File: config.mk
export PLATFORM = sky130hd
export DESIGN_NAME = ext_mem_irq_nand_ecc_page_ctrl_regs
export DESIGN_NICKNAME = d
export VERILOG_FILES = /design/src/flash_regs_pkg.sv /design/src/ext_mem_irq_nand_ecc_page_ctrl_regs.sv
export VERILOG_INCLUDE_DIRS = /design/src /design/src/src
export SDC_FILE = /design/constraint.sdc
export NUM_CORES = 1
export LEC_CHECK = 0
export ABC_AREA = 1
export BUFFER_PORTS_ARGS = -buffer_cell sky130_fd_sc_hd__buf_4
export CAP_MARGIN = 20
export CORE_MARGIN = 2
export CORE_UTILIZATION = 35
export DETAILED_ROUTE_END_ITERATION = 10
export PLACE_DENSITY = 0.58
export SETUP_SLACK_MARGIN = 0.2
export SLEW_MARGIN = 20
export SYNTH_ARGS = -nofsm -noshare
export SYNTH_HDL_FRONTEND = slang
export SYNTH_SLANG_ARGS = --single-unit
File: constraint.sdc
create_clock -name ref_clk -period 2.49 [get_ports ref_clk]
set_input_delay 0.3735 -clock ref_clk [delete_from_list [all_inputs] [get_ports ref_clk]]
set_output_delay 0.3735 -clock ref_clk [all_outputs]
set_load 0.03 [all_outputs]
File: src/flash_regs_cfg.svh
// offsets, field positions, reset values and timing counts of the register group
// assumes a 16-bit register port with word offsets of our own choosing
`ifndef FLASH_REGS_CFG_SVH
`define FLASH_REGS_CFG_SVH

// ----------------------------------------------------------------------------
// register offsets
// ----------------------------------------------------------------------------
`define OFS_RAW_EVENT        8'h00
`define OFS_MASKED_EVENT     8'h01
`define OFS_IRQ_ENABLE_SET   8'h02
`define OFS_IRQ_ENABLE_CLEAR 8'h03
`define OFS_FLASH_ECC_CTRL   8'h04
`define OFS_FLASH_STATUS_1   8'h05
`define OFS_FLASH_STATUS_2   8'h06
`define OFS_PAGE_MODE_LOW    8'h07
`define OFS_PAGE_MODE_HIGH   8'h08
`define OFS_IRQ_STATUS       8'h09
`define OFS_IRQ_MASK         8'h0A

// ----------------------------------------------------------------------------
// field positions
// ----------------------------------------------------------------------------
`define POS_ASYNC_TIMEOUT    0
`define POS_LINE_TRAP        1
`define POS_WAIT_RISE        2
`define POS_FLASH_MODE       0
`define POS_QUAD_SEL         4
`define POS_PARITY_START     8
`define POS_QUAD_START       12
`define POS_LOCATE_START     13
`define POS_CORR_STATE       8
`define POS_PAGE_EN          0
`define POS_PAGE_SIZE        1
`define POS_PAGE_DELAY       2

// ----------------------------------------------------------------------------
// reset values
// ----------------------------------------------------------------------------
`define RST_FLASH_MODE       4'h1
`define RST_PAGE_DELAY       6'h3F
`define RST_PAGE_SIZE        4'h1

// ----------------------------------------------------------------------------
// correction states and timing
// ----------------------------------------------------------------------------
`define CST_NO_ERROR         4'h0
`define CST_UNCORRECTABLE    4'h1
`define CST_DONE_BIT89       4'h2
`define CST_DONE             4'h3
`define CST_COUNTING         4'h5
`define CST_PREP_A           4'h6
`define CST_PREP_B           4'h7
`define CST_SEARCHING        4'h8
`define CST_VALUE_FIRST      4'hC
`define CST_VALUE_LAST       4'hF
`define STEP_NS              20
`define CLK_PERIOD_NS        5
`define STEP_CYCLES          ((`STEP_NS + `CLK_PERIOD_NS - 1) / `CLK_PERIOD_NS)

`endif

File: src/flash_regs_pkg.sv
// types shared by the register group
// assumes the config header supplies the numbers
`default_nettype none

package flash_regs_pkg;

    // ------------------------------------------------------------------------
    // carriers
    // ------------------------------------------------------------------------
    typedef struct packed {
        logic [7:0]  addr;
        logic [15:0] wdata;
        logic        wr;
        logic        rd;
    } reg_req_t;

    typedef struct packed {
        logic [5:0] delay;
        logic       size8;
        logic       enable;
    } page_cfg_t;

    // locate engine phases
    typedef enum logic [2:0] {
        LOC_IDLE   = 3'b000,
        LOC_COUNT  = 3'b001,
        LOC_PREP   = 3'b010,
        LOC_SEARCH = 3'b011,
        LOC_VALUE  = 3'b100
    } loc_phase_t;

endpackage

`default_nettype wire

File: src/ext_mem_irq_nand_ecc_page_ctrl_regs.sv
// control and status register group of the external memory interface
// assumes events and ecc results come from the surrounding controller
`include "flash_regs_cfg.svh"
`default_nettype none

module ext_mem_irq_nand_ecc_page_ctrl_regs #(
    parameter int CS_COUNT = 4                // chip selects served
) (
    input  wire logic        ref_clk,         // 200 MHz clock
    input  wire logic        sys_rst,         // synchronous reset, high
    input  wire logic [7:0]  reg_addr,        // register word address
    input  wire logic [15:0] reg_wdata,       // write data
    input  wire logic        reg_wr,          // write strobe
    input  wire logic        reg_rd,          // read strobe
    output logic      [15:0] reg_rdata,       // read data, cycle after strobe
    input  wire logic [3:0]  wait_input_pins, // raw wait pins
    input  wire logic        line_trap_evt,   // illegal access pulse
    input  wire logic        async_tmo_evt,   // async timeout pulse
    input  wire logic        locate_rd,       // error address/value read
    input  wire logic        quad_code_rd,    // quad code register read
    input  wire logic [3:0]  parity_code_rd,  // per chip select code read
    input  wire logic        locate_uncorr,   // engine found five or more
    input  wire logic        locate_bit89,    // errors on bit 8 or 9
    input  wire logic [2:0]  locate_errs,     // errors found, 0..4
    output logic             irq_line,        // level interrupt
    output logic             event_pulse,     // masked event pulse
    output logic [3:0]       parity_run,      // parity calc active per cs
    output logic [3:0]       quad_run_cs,     // quad calc steered cs
    output logic [3:0]       flash_mode,      // nand attached per cs
    output logic [31:0]      page_cfg         // packed page settings
);

    // ------------------------------------------------------------------------
    // elaboration check
    // ------------------------------------------------------------------------
    if (CS_COUNT != 4)
    begin : g_bad
        $error("only four chip selects are served");
    end

    localparam int STEPS = `STEP_CYCLES;

    typedef struct packed {
        logic [5:0]                 raw;
        logic [5:0]                 masked;
        logic [5:0]                 enable;
        logic [5:0]                 irq_stat;
        logic [5:0]                 irq_mask;
        logic                       locate_start;
        logic                       quad_start;
        logic [3:0]                 parity_start;
        logic [1:0]                 quad_sel;
        logic [3:0]                 flash_mode;
        flash_regs_pkg::page_cfg_t [3:0] page;
        logic [3:0]                 wait_prev;
        flash_regs_pkg::loc_phase_t phase;
        logic [3:0]                 corr_state;
        logic [1:0]                 err_num;
        logic [7:0]                 step_cnt;
        logic [15:0]                rdata;
        logic                       irq;
        logic                       pulse;
        logic [3:0]                 par_run;
        logic [3:0]                 quad_cs;
    } state_t;

    state_t cur_ff;
    state_t nxt_cur;
    flash_regs_pkg::reg_req_t req;
    logic [5:0] evt;
    logic       step_done;

    assign req = '{addr: reg_addr, wdata: reg_wdata, wr: reg_wr, rd: reg_rd};
    assign step_done = (cur_ff.step_cnt == 8'(STEPS - 1));

    // ------------------------------------------------------------------------
    // event sources
    // ------------------------------------------------------------------------
    // wait rise edges, line trap, timeout gathered in register layout
    assign evt = {wait_input_pins & ~cur_ff.wait_prev, line_trap_evt, async_tmo_evt};

    // ------------------------------------------------------------------------
    // next state
    // ------------------------------------------------------------------------
    always_comb
    begin
        nxt_cur = cur_ff;
        nxt_cur.wait_prev = wait_input_pins;
        nxt_cur.rdata = 16'h0000;

        nxt_cur.raw = cur_ff.raw | evt;
        nxt_cur.masked = cur_ff.masked | (evt & cur_ff.enable);
        nxt_cur.pulse = |(evt & cur_ff.enable);
        nxt_cur.irq_stat = cur_ff.irq_stat | evt;

        if (req.wr && req.addr == `OFS_IRQ_ENABLE_SET)
            nxt_cur.enable = cur_ff.enable | req.wdata[5:0];
        if (req.wr && req.addr == `OFS_IRQ_ENABLE_CLEAR)
            nxt_cur.enable = cur_ff.enable & ~req.wdata[5:0];

        // write-one clears; a same-cycle event wins
        if (req.wr && (req.addr == `OFS_RAW_EVENT || req.addr == `OFS_MASKED_EVENT))
        begin
            nxt_cur.raw = (cur_ff.raw & ~req.wdata[5:0]) | evt;
            nxt_cur.masked = (cur_ff.masked & ~req.wdata[5:0]) | (evt & cur_ff.enable);
        end
        if (req.wr && req.addr == `OFS_IRQ_STATUS)
            nxt_cur.irq_stat = (cur_ff.irq_stat & ~req.wdata[5:0]) | evt;
        if (req.wr && req.addr == `OFS_IRQ_MASK)
            nxt_cur.irq_mask = req.wdata[5:0];

        if (req.wr && req.addr == `OFS_FLASH_ECC_CTRL)
        begin
            nxt_cur.locate_start = cur_ff.locate_start | req.wdata[`POS_LOCATE_START];
            nxt_cur.quad_start = cur_ff.quad_start | req.wdata[`POS_QUAD_START];
            nxt_cur.parity_start = cur_ff.parity_start | req.wdata[`POS_PARITY_START +: 4];
            nxt_cur.quad_sel = req.wdata[`POS_QUAD_SEL +: 2];
            nxt_cur.flash_mode = req.wdata[`POS_FLASH_MODE +: 4];
        end
        if (quad_code_rd)
            nxt_cur.quad_start = 1'b0;
        nxt_cur.parity_start = nxt_cur.parity_start & ~parity_code_rd;

        if (req.wr && req.addr == `OFS_PAGE_MODE_LOW)
        begin
            nxt_cur.page[0] = req.wdata[7:0];
            nxt_cur.page[1] = req.wdata[15:8];
        end
        if (req.wr && req.addr == `OFS_PAGE_MODE_HIGH)
        begin
            nxt_cur.page[2] = req.wdata[7:0];
            nxt_cur.page[3] = req.wdata[15:8];
        end

        nxt_cur.step_cnt = step_done ? 8'h00 : cur_ff.step_cnt + 8'h01;
        unique case (cur_ff.phase)
            flash_regs_pkg::LOC_IDLE:
            begin
                nxt_cur.step_cnt = 8'h00;
                if (req.wr && req.addr == `OFS_FLASH_ECC_CTRL && req.wdata[`POS_LOCATE_START])
                begin
                    nxt_cur.phase = flash_regs_pkg::LOC_COUNT;
                    nxt_cur.corr_state = `CST_COUNTING;
                end
            end
            flash_regs_pkg::LOC_COUNT:
                if (step_done)
                begin
                    nxt_cur.phase = flash_regs_pkg::LOC_PREP;
                    nxt_cur.corr_state = `CST_PREP_A;
                end
            flash_regs_pkg::LOC_PREP:
                if (step_done)
                begin
                    if (cur_ff.corr_state == `CST_PREP_A)
                        nxt_cur.corr_state = `CST_PREP_B;
                    else
                    begin
                        nxt_cur.phase = flash_regs_pkg::LOC_SEARCH;
                        nxt_cur.corr_state = `CST_SEARCHING;
                    end
                end
            flash_regs_pkg::LOC_SEARCH:
                if (step_done)
                begin
                    nxt_cur.phase = flash_regs_pkg::LOC_VALUE;
                    nxt_cur.corr_state = `CST_VALUE_FIRST;
                end
            flash_regs_pkg::LOC_VALUE:
                if (step_done)
                begin
                    if (cur_ff.corr_state != `CST_VALUE_LAST)
                        nxt_cur.corr_state = cur_ff.corr_state + 4'h1;
                    else
                    begin
                        nxt_cur.phase = flash_regs_pkg::LOC_IDLE;
                        if (locate_uncorr)
                            nxt_cur.corr_state = `CST_UNCORRECTABLE;
                        else if (locate_errs == 3'd0)
                            nxt_cur.corr_state = `CST_NO_ERROR;
                        else if (locate_bit89)
                            nxt_cur.corr_state = `CST_DONE_BIT89;
                        else
                            nxt_cur.corr_state = `CST_DONE;
                        if (locate_errs != 3'd0 && !locate_uncorr)
                            nxt_cur.err_num = 2'(locate_errs - 3'd1);
                    end
                end
            default:
                nxt_cur.phase = flash_regs_pkg::LOC_IDLE;
        endcase
        if (locate_rd)
            nxt_cur.locate_start = 1'b0;

        if (req.rd)
        begin
            unique case (req.addr)
                `OFS_RAW_EVENT:        nxt_cur.rdata = {10'h000, cur_ff.raw};
                `OFS_MASKED_EVENT:     nxt_cur.rdata = {10'h000, cur_ff.masked};
                `OFS_IRQ_ENABLE_SET:   nxt_cur.rdata = {10'h000, cur_ff.enable};
                `OFS_IRQ_ENABLE_CLEAR: nxt_cur.rdata = {10'h000, cur_ff.enable};
                `OFS_FLASH_ECC_CTRL:   nxt_cur.rdata = {2'b00, cur_ff.locate_start,
                                           cur_ff.quad_start, cur_ff.parity_start,
                                           2'b00, cur_ff.quad_sel, cur_ff.flash_mode};
                `OFS_FLASH_STATUS_1:   nxt_cur.rdata = {4'h0, cur_ff.corr_state,
                                           4'h0, wait_input_pins};
                `OFS_FLASH_STATUS_2:   nxt_cur.rdata = {14'h0000, cur_ff.err_num};
                `OFS_PAGE_MODE_LOW:    nxt_cur.rdata = {cur_ff.page[1], cur_ff.page[0]};
                `OFS_PAGE_MODE_HIGH:   nxt_cur.rdata = {cur_ff.page[3], cur_ff.page[2]};
                `OFS_IRQ_STATUS:       nxt_cur.rdata = {10'h000, cur_ff.irq_stat};
                `OFS_IRQ_MASK:         nxt_cur.rdata = {10'h000, cur_ff.irq_mask};
                default:               nxt_cur.rdata = 16'h0000;
            endcase
        end

        nxt_cur.irq = |(nxt_cur.irq_stat & nxt_cur.irq_mask);
        // parity only where nand is attached
        nxt_cur.par_run = nxt_cur.parity_start & nxt_cur.flash_mode;
        nxt_cur.quad_cs = nxt_cur.quad_start ? 4'(4'h1 << nxt_cur.quad_sel) : 4'h0;
    end

    // ------------------------------------------------------------------------
    // state register
    // ------------------------------------------------------------------------
    always_ff @(posedge ref_clk)
    begin
        if (sys_rst)
        begin
            cur_ff <= '0;
            cur_ff.flash_mode <= `RST_FLASH_MODE;
            cur_ff.page[0] <= {`RST_PAGE_DELAY, 1'b1, 1'b0};
            cur_ff.page[1] <= {`RST_PAGE_DELAY, 1'b0, 1'b0};
            cur_ff.page[2] <= {`RST_PAGE_DELAY, 1'b0, 1'b0};
            cur_ff.page[3] <= {`RST_PAGE_DELAY, 1'b0, 1'b0};
        end
        else
            cur_ff <= nxt_cur;
    end

    // ------------------------------------------------------------------------
    // outputs
    // ------------------------------------------------------------------------
    assign reg_rdata = cur_ff.rdata;
    assign irq_line = cur_ff.irq;
    assign event_pulse = cur_ff.pulse;
    assign parity_run = cur_ff.par_run;
    assign quad_run_cs = cur_ff.quad_cs;
    assign flash_mode = cur_ff.flash_mode;
    assign page_cfg = cur_ff.page;

endmodule

`default_nettype wire

### Yosys cells after proc, flatten, opt, wreduce, memory -nomap -nowiden

Cells that the tools add are included.

* input port bits: 45
* register bits after elaboration: 121
* output and inout port bits: 62

* shift-type cells: 1
* reduce and logical (&&, ||, !) cells: 28
* mux-type cells: 24
* add/subtract/negate cells: 3
* eq/ne operators: 24
* bitwise logic cells: 25

Operator list (number)
* 16-bit case mux with 10 select lines: 1
* 6-bit OR: 7
* 6-bit AND: 6
* 8-bit by 3-bit == test with 1-bit output, second input constant: 4
* 7-bit 2-to-1 mux: 4
* 8-bit by 2-bit == test with 1-bit output, second input constant: 3
* 8-bit by 4-bit == test with 1-bit output, second input constant: 3
* 6-bit 2-to-1 mux: 4
* 4-bit case mux with 5 select lines: 1
* 3-bit case mux with 5 select lines: 1
* 2-bit != test, second input constant: 7
* 4-bit AND: 3
* 12-bit 2-to-1 mux: 1
* 6-bit OR reduction: 2
* 11-bit 2-to-1 mux: 1
* 1-bit logical AND: 10
* 9-bit 2-to-1 mux: 1
* 8-bit by 1-bit adder with 8-bit output, second input constant: 1
* 8-bit by 1-bit == test with 1-bit output, second input constant: 1
* 8-bit logical NOT: 1
* 2-bit 2-to-1 mux: 4
* 4-bit 2-to-1 mux: 2
* 4-bit NOT: 2
* 2-bit OR reduction: 4
* other kinds (24): 31

### Logic depth before layout (Yosys ltp)

* word-level depth: 6
* depth in mapped cells: 12
* gate-level depth less buffers: 12

### Least setup slack after synthesis

No wires, ideal clock.

* path type: input to register
* from: input port reg_addr[7]
* to: register cur_ff (netlist bit reg_rdata[9])
* data required time: 2.377 ns
* stages on the path: 10
* slack: 0.906 ns
* arrival: 1.471 ns
* cells stage by stage: nor2_1 > nand2_1 > buf_4 > inv_2 > nand2_2 > inv_2 > buf_2 > a22o_1 > nor2_1 > nor2_1

* word-level cells in the longest chain between the ends: 3

Ends and longest elaborated chain
* from (decl): line ext_mem_irq_nand_ecc_page_ctrl_regs.sv:11 `input wire logic [7:0] reg_addr,`
* 8-bit by 2-bit == test with 1-bit output: line ext_mem_irq_nand_ecc_page_ctrl_regs.sv:197 `unique case (req.addr)`
* 2-bit OR reduction (no source line)
* 16-bit case mux with 10 select lines (*): line ext_mem_irq_nand_ecc_page_ctrl_regs.sv:197
* to (signal assigned): line ext_mem_irq_nand_ecc_page_ctrl_regs.sv:237 `cur_ff <= nxt_cur;`
* to (decl): line ext_mem_irq_nand_ecc_page_ctrl_regs.sv:67 `state_t cur_ff;`

Every way passes the cells marked *; elsewhere a longest branch is shown, timed or not.
A chain may end at the register's enable or synchronous reset.

### Worst setup path in the final report

* from: register cur_ff[26] in the netlist's numbering
* to: register cur_ff[39] in the netlist's numbering

* word-level cells in the longest chain between the ends: 3

Ends and longest elaborated chain
* 8-bit by 2-bit == test with 1-bit output (*): line ext_mem_irq_nand_ecc_page_ctrl_regs.sv:74 `assign step_done = (cur_ff.step_cnt == 8'(STEPS - 1));`
* 2-bit != test (no source line)
* 6-bit AND reduction (no source line) (*)

Marks and branches as above.

==> impl_metrics.csv <==
group,metric,value,unit
layout,layout.nets,888,
clocking,cts_resized,0,
synthesis,synth.most_common_cell,"nand2_1",
sta,rsz0062_at_grt,"no",
synthesis,synth.distinct_cells,42,
die,die_w,133,um
layout,final_core_util,42.6,%
global_routing,grt_first_pass_wirelength,26600,um
global_routing,grt_max_degree,44,
die,num_rows,47,
sta,timing.slew.headroom,51.2,%
clocking,htree_levels,4,
power,p_leak,3.17,nW
drt,drc,0,
layout,final_layout_size_suffix_gt1_share,21.7,%
global_routing,grt_use_met2,29.1,%
clocking,clock-sinks,121,
sta,worst_pin_slew,727,ps
sta,tns,0,ps
sta,hold_violations,0,
layout,regArea,2420,um2
clocking,clock_latency,420,ps
clocking,cts.root.buffer_cell,"clkbuf_16",
min_path,hold_class,"input port to flip-flop",
drt,drtAntennaViolNets,0,
synthesis,netlist_instances,788,
clocking,postCtsSetupRepairBufs,0,
global_routing,grt.total_usage,19.3,%
synthesis,ys_top_cells_by_area,"dfxtp_1, nand2_1, buf_4",
drt,post_drt_wl_per_cell,15.7,um
clocking,clockBufferDepth,2,
critical_path,criticalPathCategory,"flip-flop to flip-flop",
synthesis,syn-mean-instance-area,7.44,um2
critical_path,end_kind,"flip-flop",
drt,num_vias,5266,
synthesis,synthArstFlopShare,0,%
drt,drtIter0Drc,381,
sta,maxSlewViolCount,0,
clocking,path_clk_slew,50,ps
synthesis,synth_ff_type,"dfxtp_1",
place,port_buffers,106,
die,coreArea,16500,um2
min_path,min_delay_path_depth,2,
global_routing,gr-total-overflow,0,
global_routing,grt_pass1_vias,4930,
global_routing,met3_usage,5.14,%
drt,drt-vias-per-instance,4.92,
die,io_pins,107,
die,die_h,133,um
sta,finalCriticalPeriod,1900,ps
synthesis,synth_edf_count,0,
die,dieArea,17800,um2
global_routing,use_met1,26.3,%
drt,postRouteWirelength,16800,um
synthesis,synth_top_area_share,41.3,%
synthesis,synth_warnings,0,
layout,syn2layout_area_growth,19.7,%
power,max-vdd-ir-drop,0.496,mV
layout,multi_input_area,2540,um2
critical_path,cp-start-kind,"flip-flop",
global_routing,gr-max-usage-layer,"met2",
clocking,numCtsBuffers,17,
place,dp_hpwl,12400,um
sta,period_share,76.4,%
min_path,hp-start,"locate_rd",
sta,max_freq,526,MHz
synthesis,synth_area,5870,um2
place,gp_congestion,0.849,
layout,fillers,1723,
sta,whs,132,ps
run_status,outcome,"finished clean",
critical_path,crit_path_max_fanout,6,
critical_path,reg2reg_from,"cur_ff[26]",
synthesis,synth_fp_nets,837,
layout,diodes,0,
global_routing,antenna_found_initial,0,
run,max_cap_viol_count,0,
critical_path,rr_worst_depth,10,
critical_path,startpoint,"cur_ff[26]",
synthesis,synth_top_cells_by_count,"nand2_1, dfxtp_1, nor2_1",
synthesis,synth_top_area_cell,"dfxtp_1",
critical_path,required,2800,ps
critical_path,cp.arrival,2220,ps
clocking,ctsHoldBuffers,0,
drt,dr.pass1.iters,7,
sta,setup_viol,0,
power,power.density,733,nW/um2
clocking,cts_tree,"yes",
sta,clock_skew,6.94,ps
synthesis,synth_seq_cells,121,
synthesis,ys_seq_area_share,41.3,%
die,start_util,35.6,%
## flip-flops by register name (all words and copies together) (netlist names), named ones only
name and flops:
irq_line 1, flash_mode 4, page_cfg 32, event_pulse 1, cur_ff 53, parity_run 4, reg_rdata 16, quad_run_cs 4
## critical path, cell delays in order (launching register included)
cell and delay (ps):
dfxtp_1 350, ha_1 200, nand3_1 100, nor2_1 380, inv_1 150, nand2_1 110
nand3_1 140, nor2_4 200, nand2_1 70, nand2_1 60, nor2_1 40
## metal layers
metal	up-vias	part of all wire, %
li1	2631	-
met1	2397	46
met2	203	44
met3	35	7.6
met4	0	2.4
met5	-	0
## cell families after synthesis
| group | Yosys count | share of synthesized area [%] |
|---|---|---|
| AO/OA/AOI/OAI | 148 | 15.3 |
| XOR/XNOR | 1 | 0.149 |
| adder cells (fa/ha/maj) | 4 | 0.853 |
| buffers and inverters | 175 | 15.4 |
| flip-flops | 121 | 41.3 |
| AND/OR/NAND/NOR | 339 | 27.0 |
## layout make-up
type	instances	area share [%]
Inverter	95	5.12
Clock buffer	23	6.95
Multi-Input combinational cell	492	36.2
Tap cell	220	3.92
Timing Repair Buffer	112	12.0
Sequential cell	121	34.5
Clock inverter	8	1.34
## stage by stage
step           setup slack, ps  instance area (um2)  instances  power [mW]
4_1_cts                    593                 7020       1071        5.19
3_5_place_dp               395                 6440       1040        2.76
3_3_place_gp               455                 6440       1040        2.75
2_1_floorplan              906                 5870        788        2.57
5_1_grt                    386                 7020       1071        5.40
6_report                   587                 7020       1071        5.15
## report_power, final
part	leakage (nW)	switching [mW]	internal, mW
registers	0.982	0.0662	2.00
clock network	0.293	0.863	1.56
logic	1.89	0.415	0.235
total	3.17	1.34	3.80
## path summary, 6_finish.rpt
| path | slack (ps) | endpoint |
|---|---|---|
| worst max-delay path | 590 | cur_ff[39] |
| worst min-delay path | 130 | cur_ff[90] |
| worst max register to register | 590 | cur_ff[39] |
| worst min register to register | 440 | cur_ff[26] |
## cells in the final DEF (no fill, tap or decap), drive strengths merged
cell,count
nand2,168
dfxtp,121
buf,112
nor2,105
inv,95
o21ai,48
a21oi,45
nand3,36
o211ai,25
clkbuf,23
nor3,14
a221oi,7
a31oi,6
a211oi,6
clkinv,6
nor4,6
nand4,5
a22o,4
ha,4
o22ai,3
o21bai,2
nor3b,2
bufinv,2
or2,1
nand2b,1
xor2,1
o21a,1
a32o,1
and2,1
Note: power is estimated with default switching activity, not from simulation.
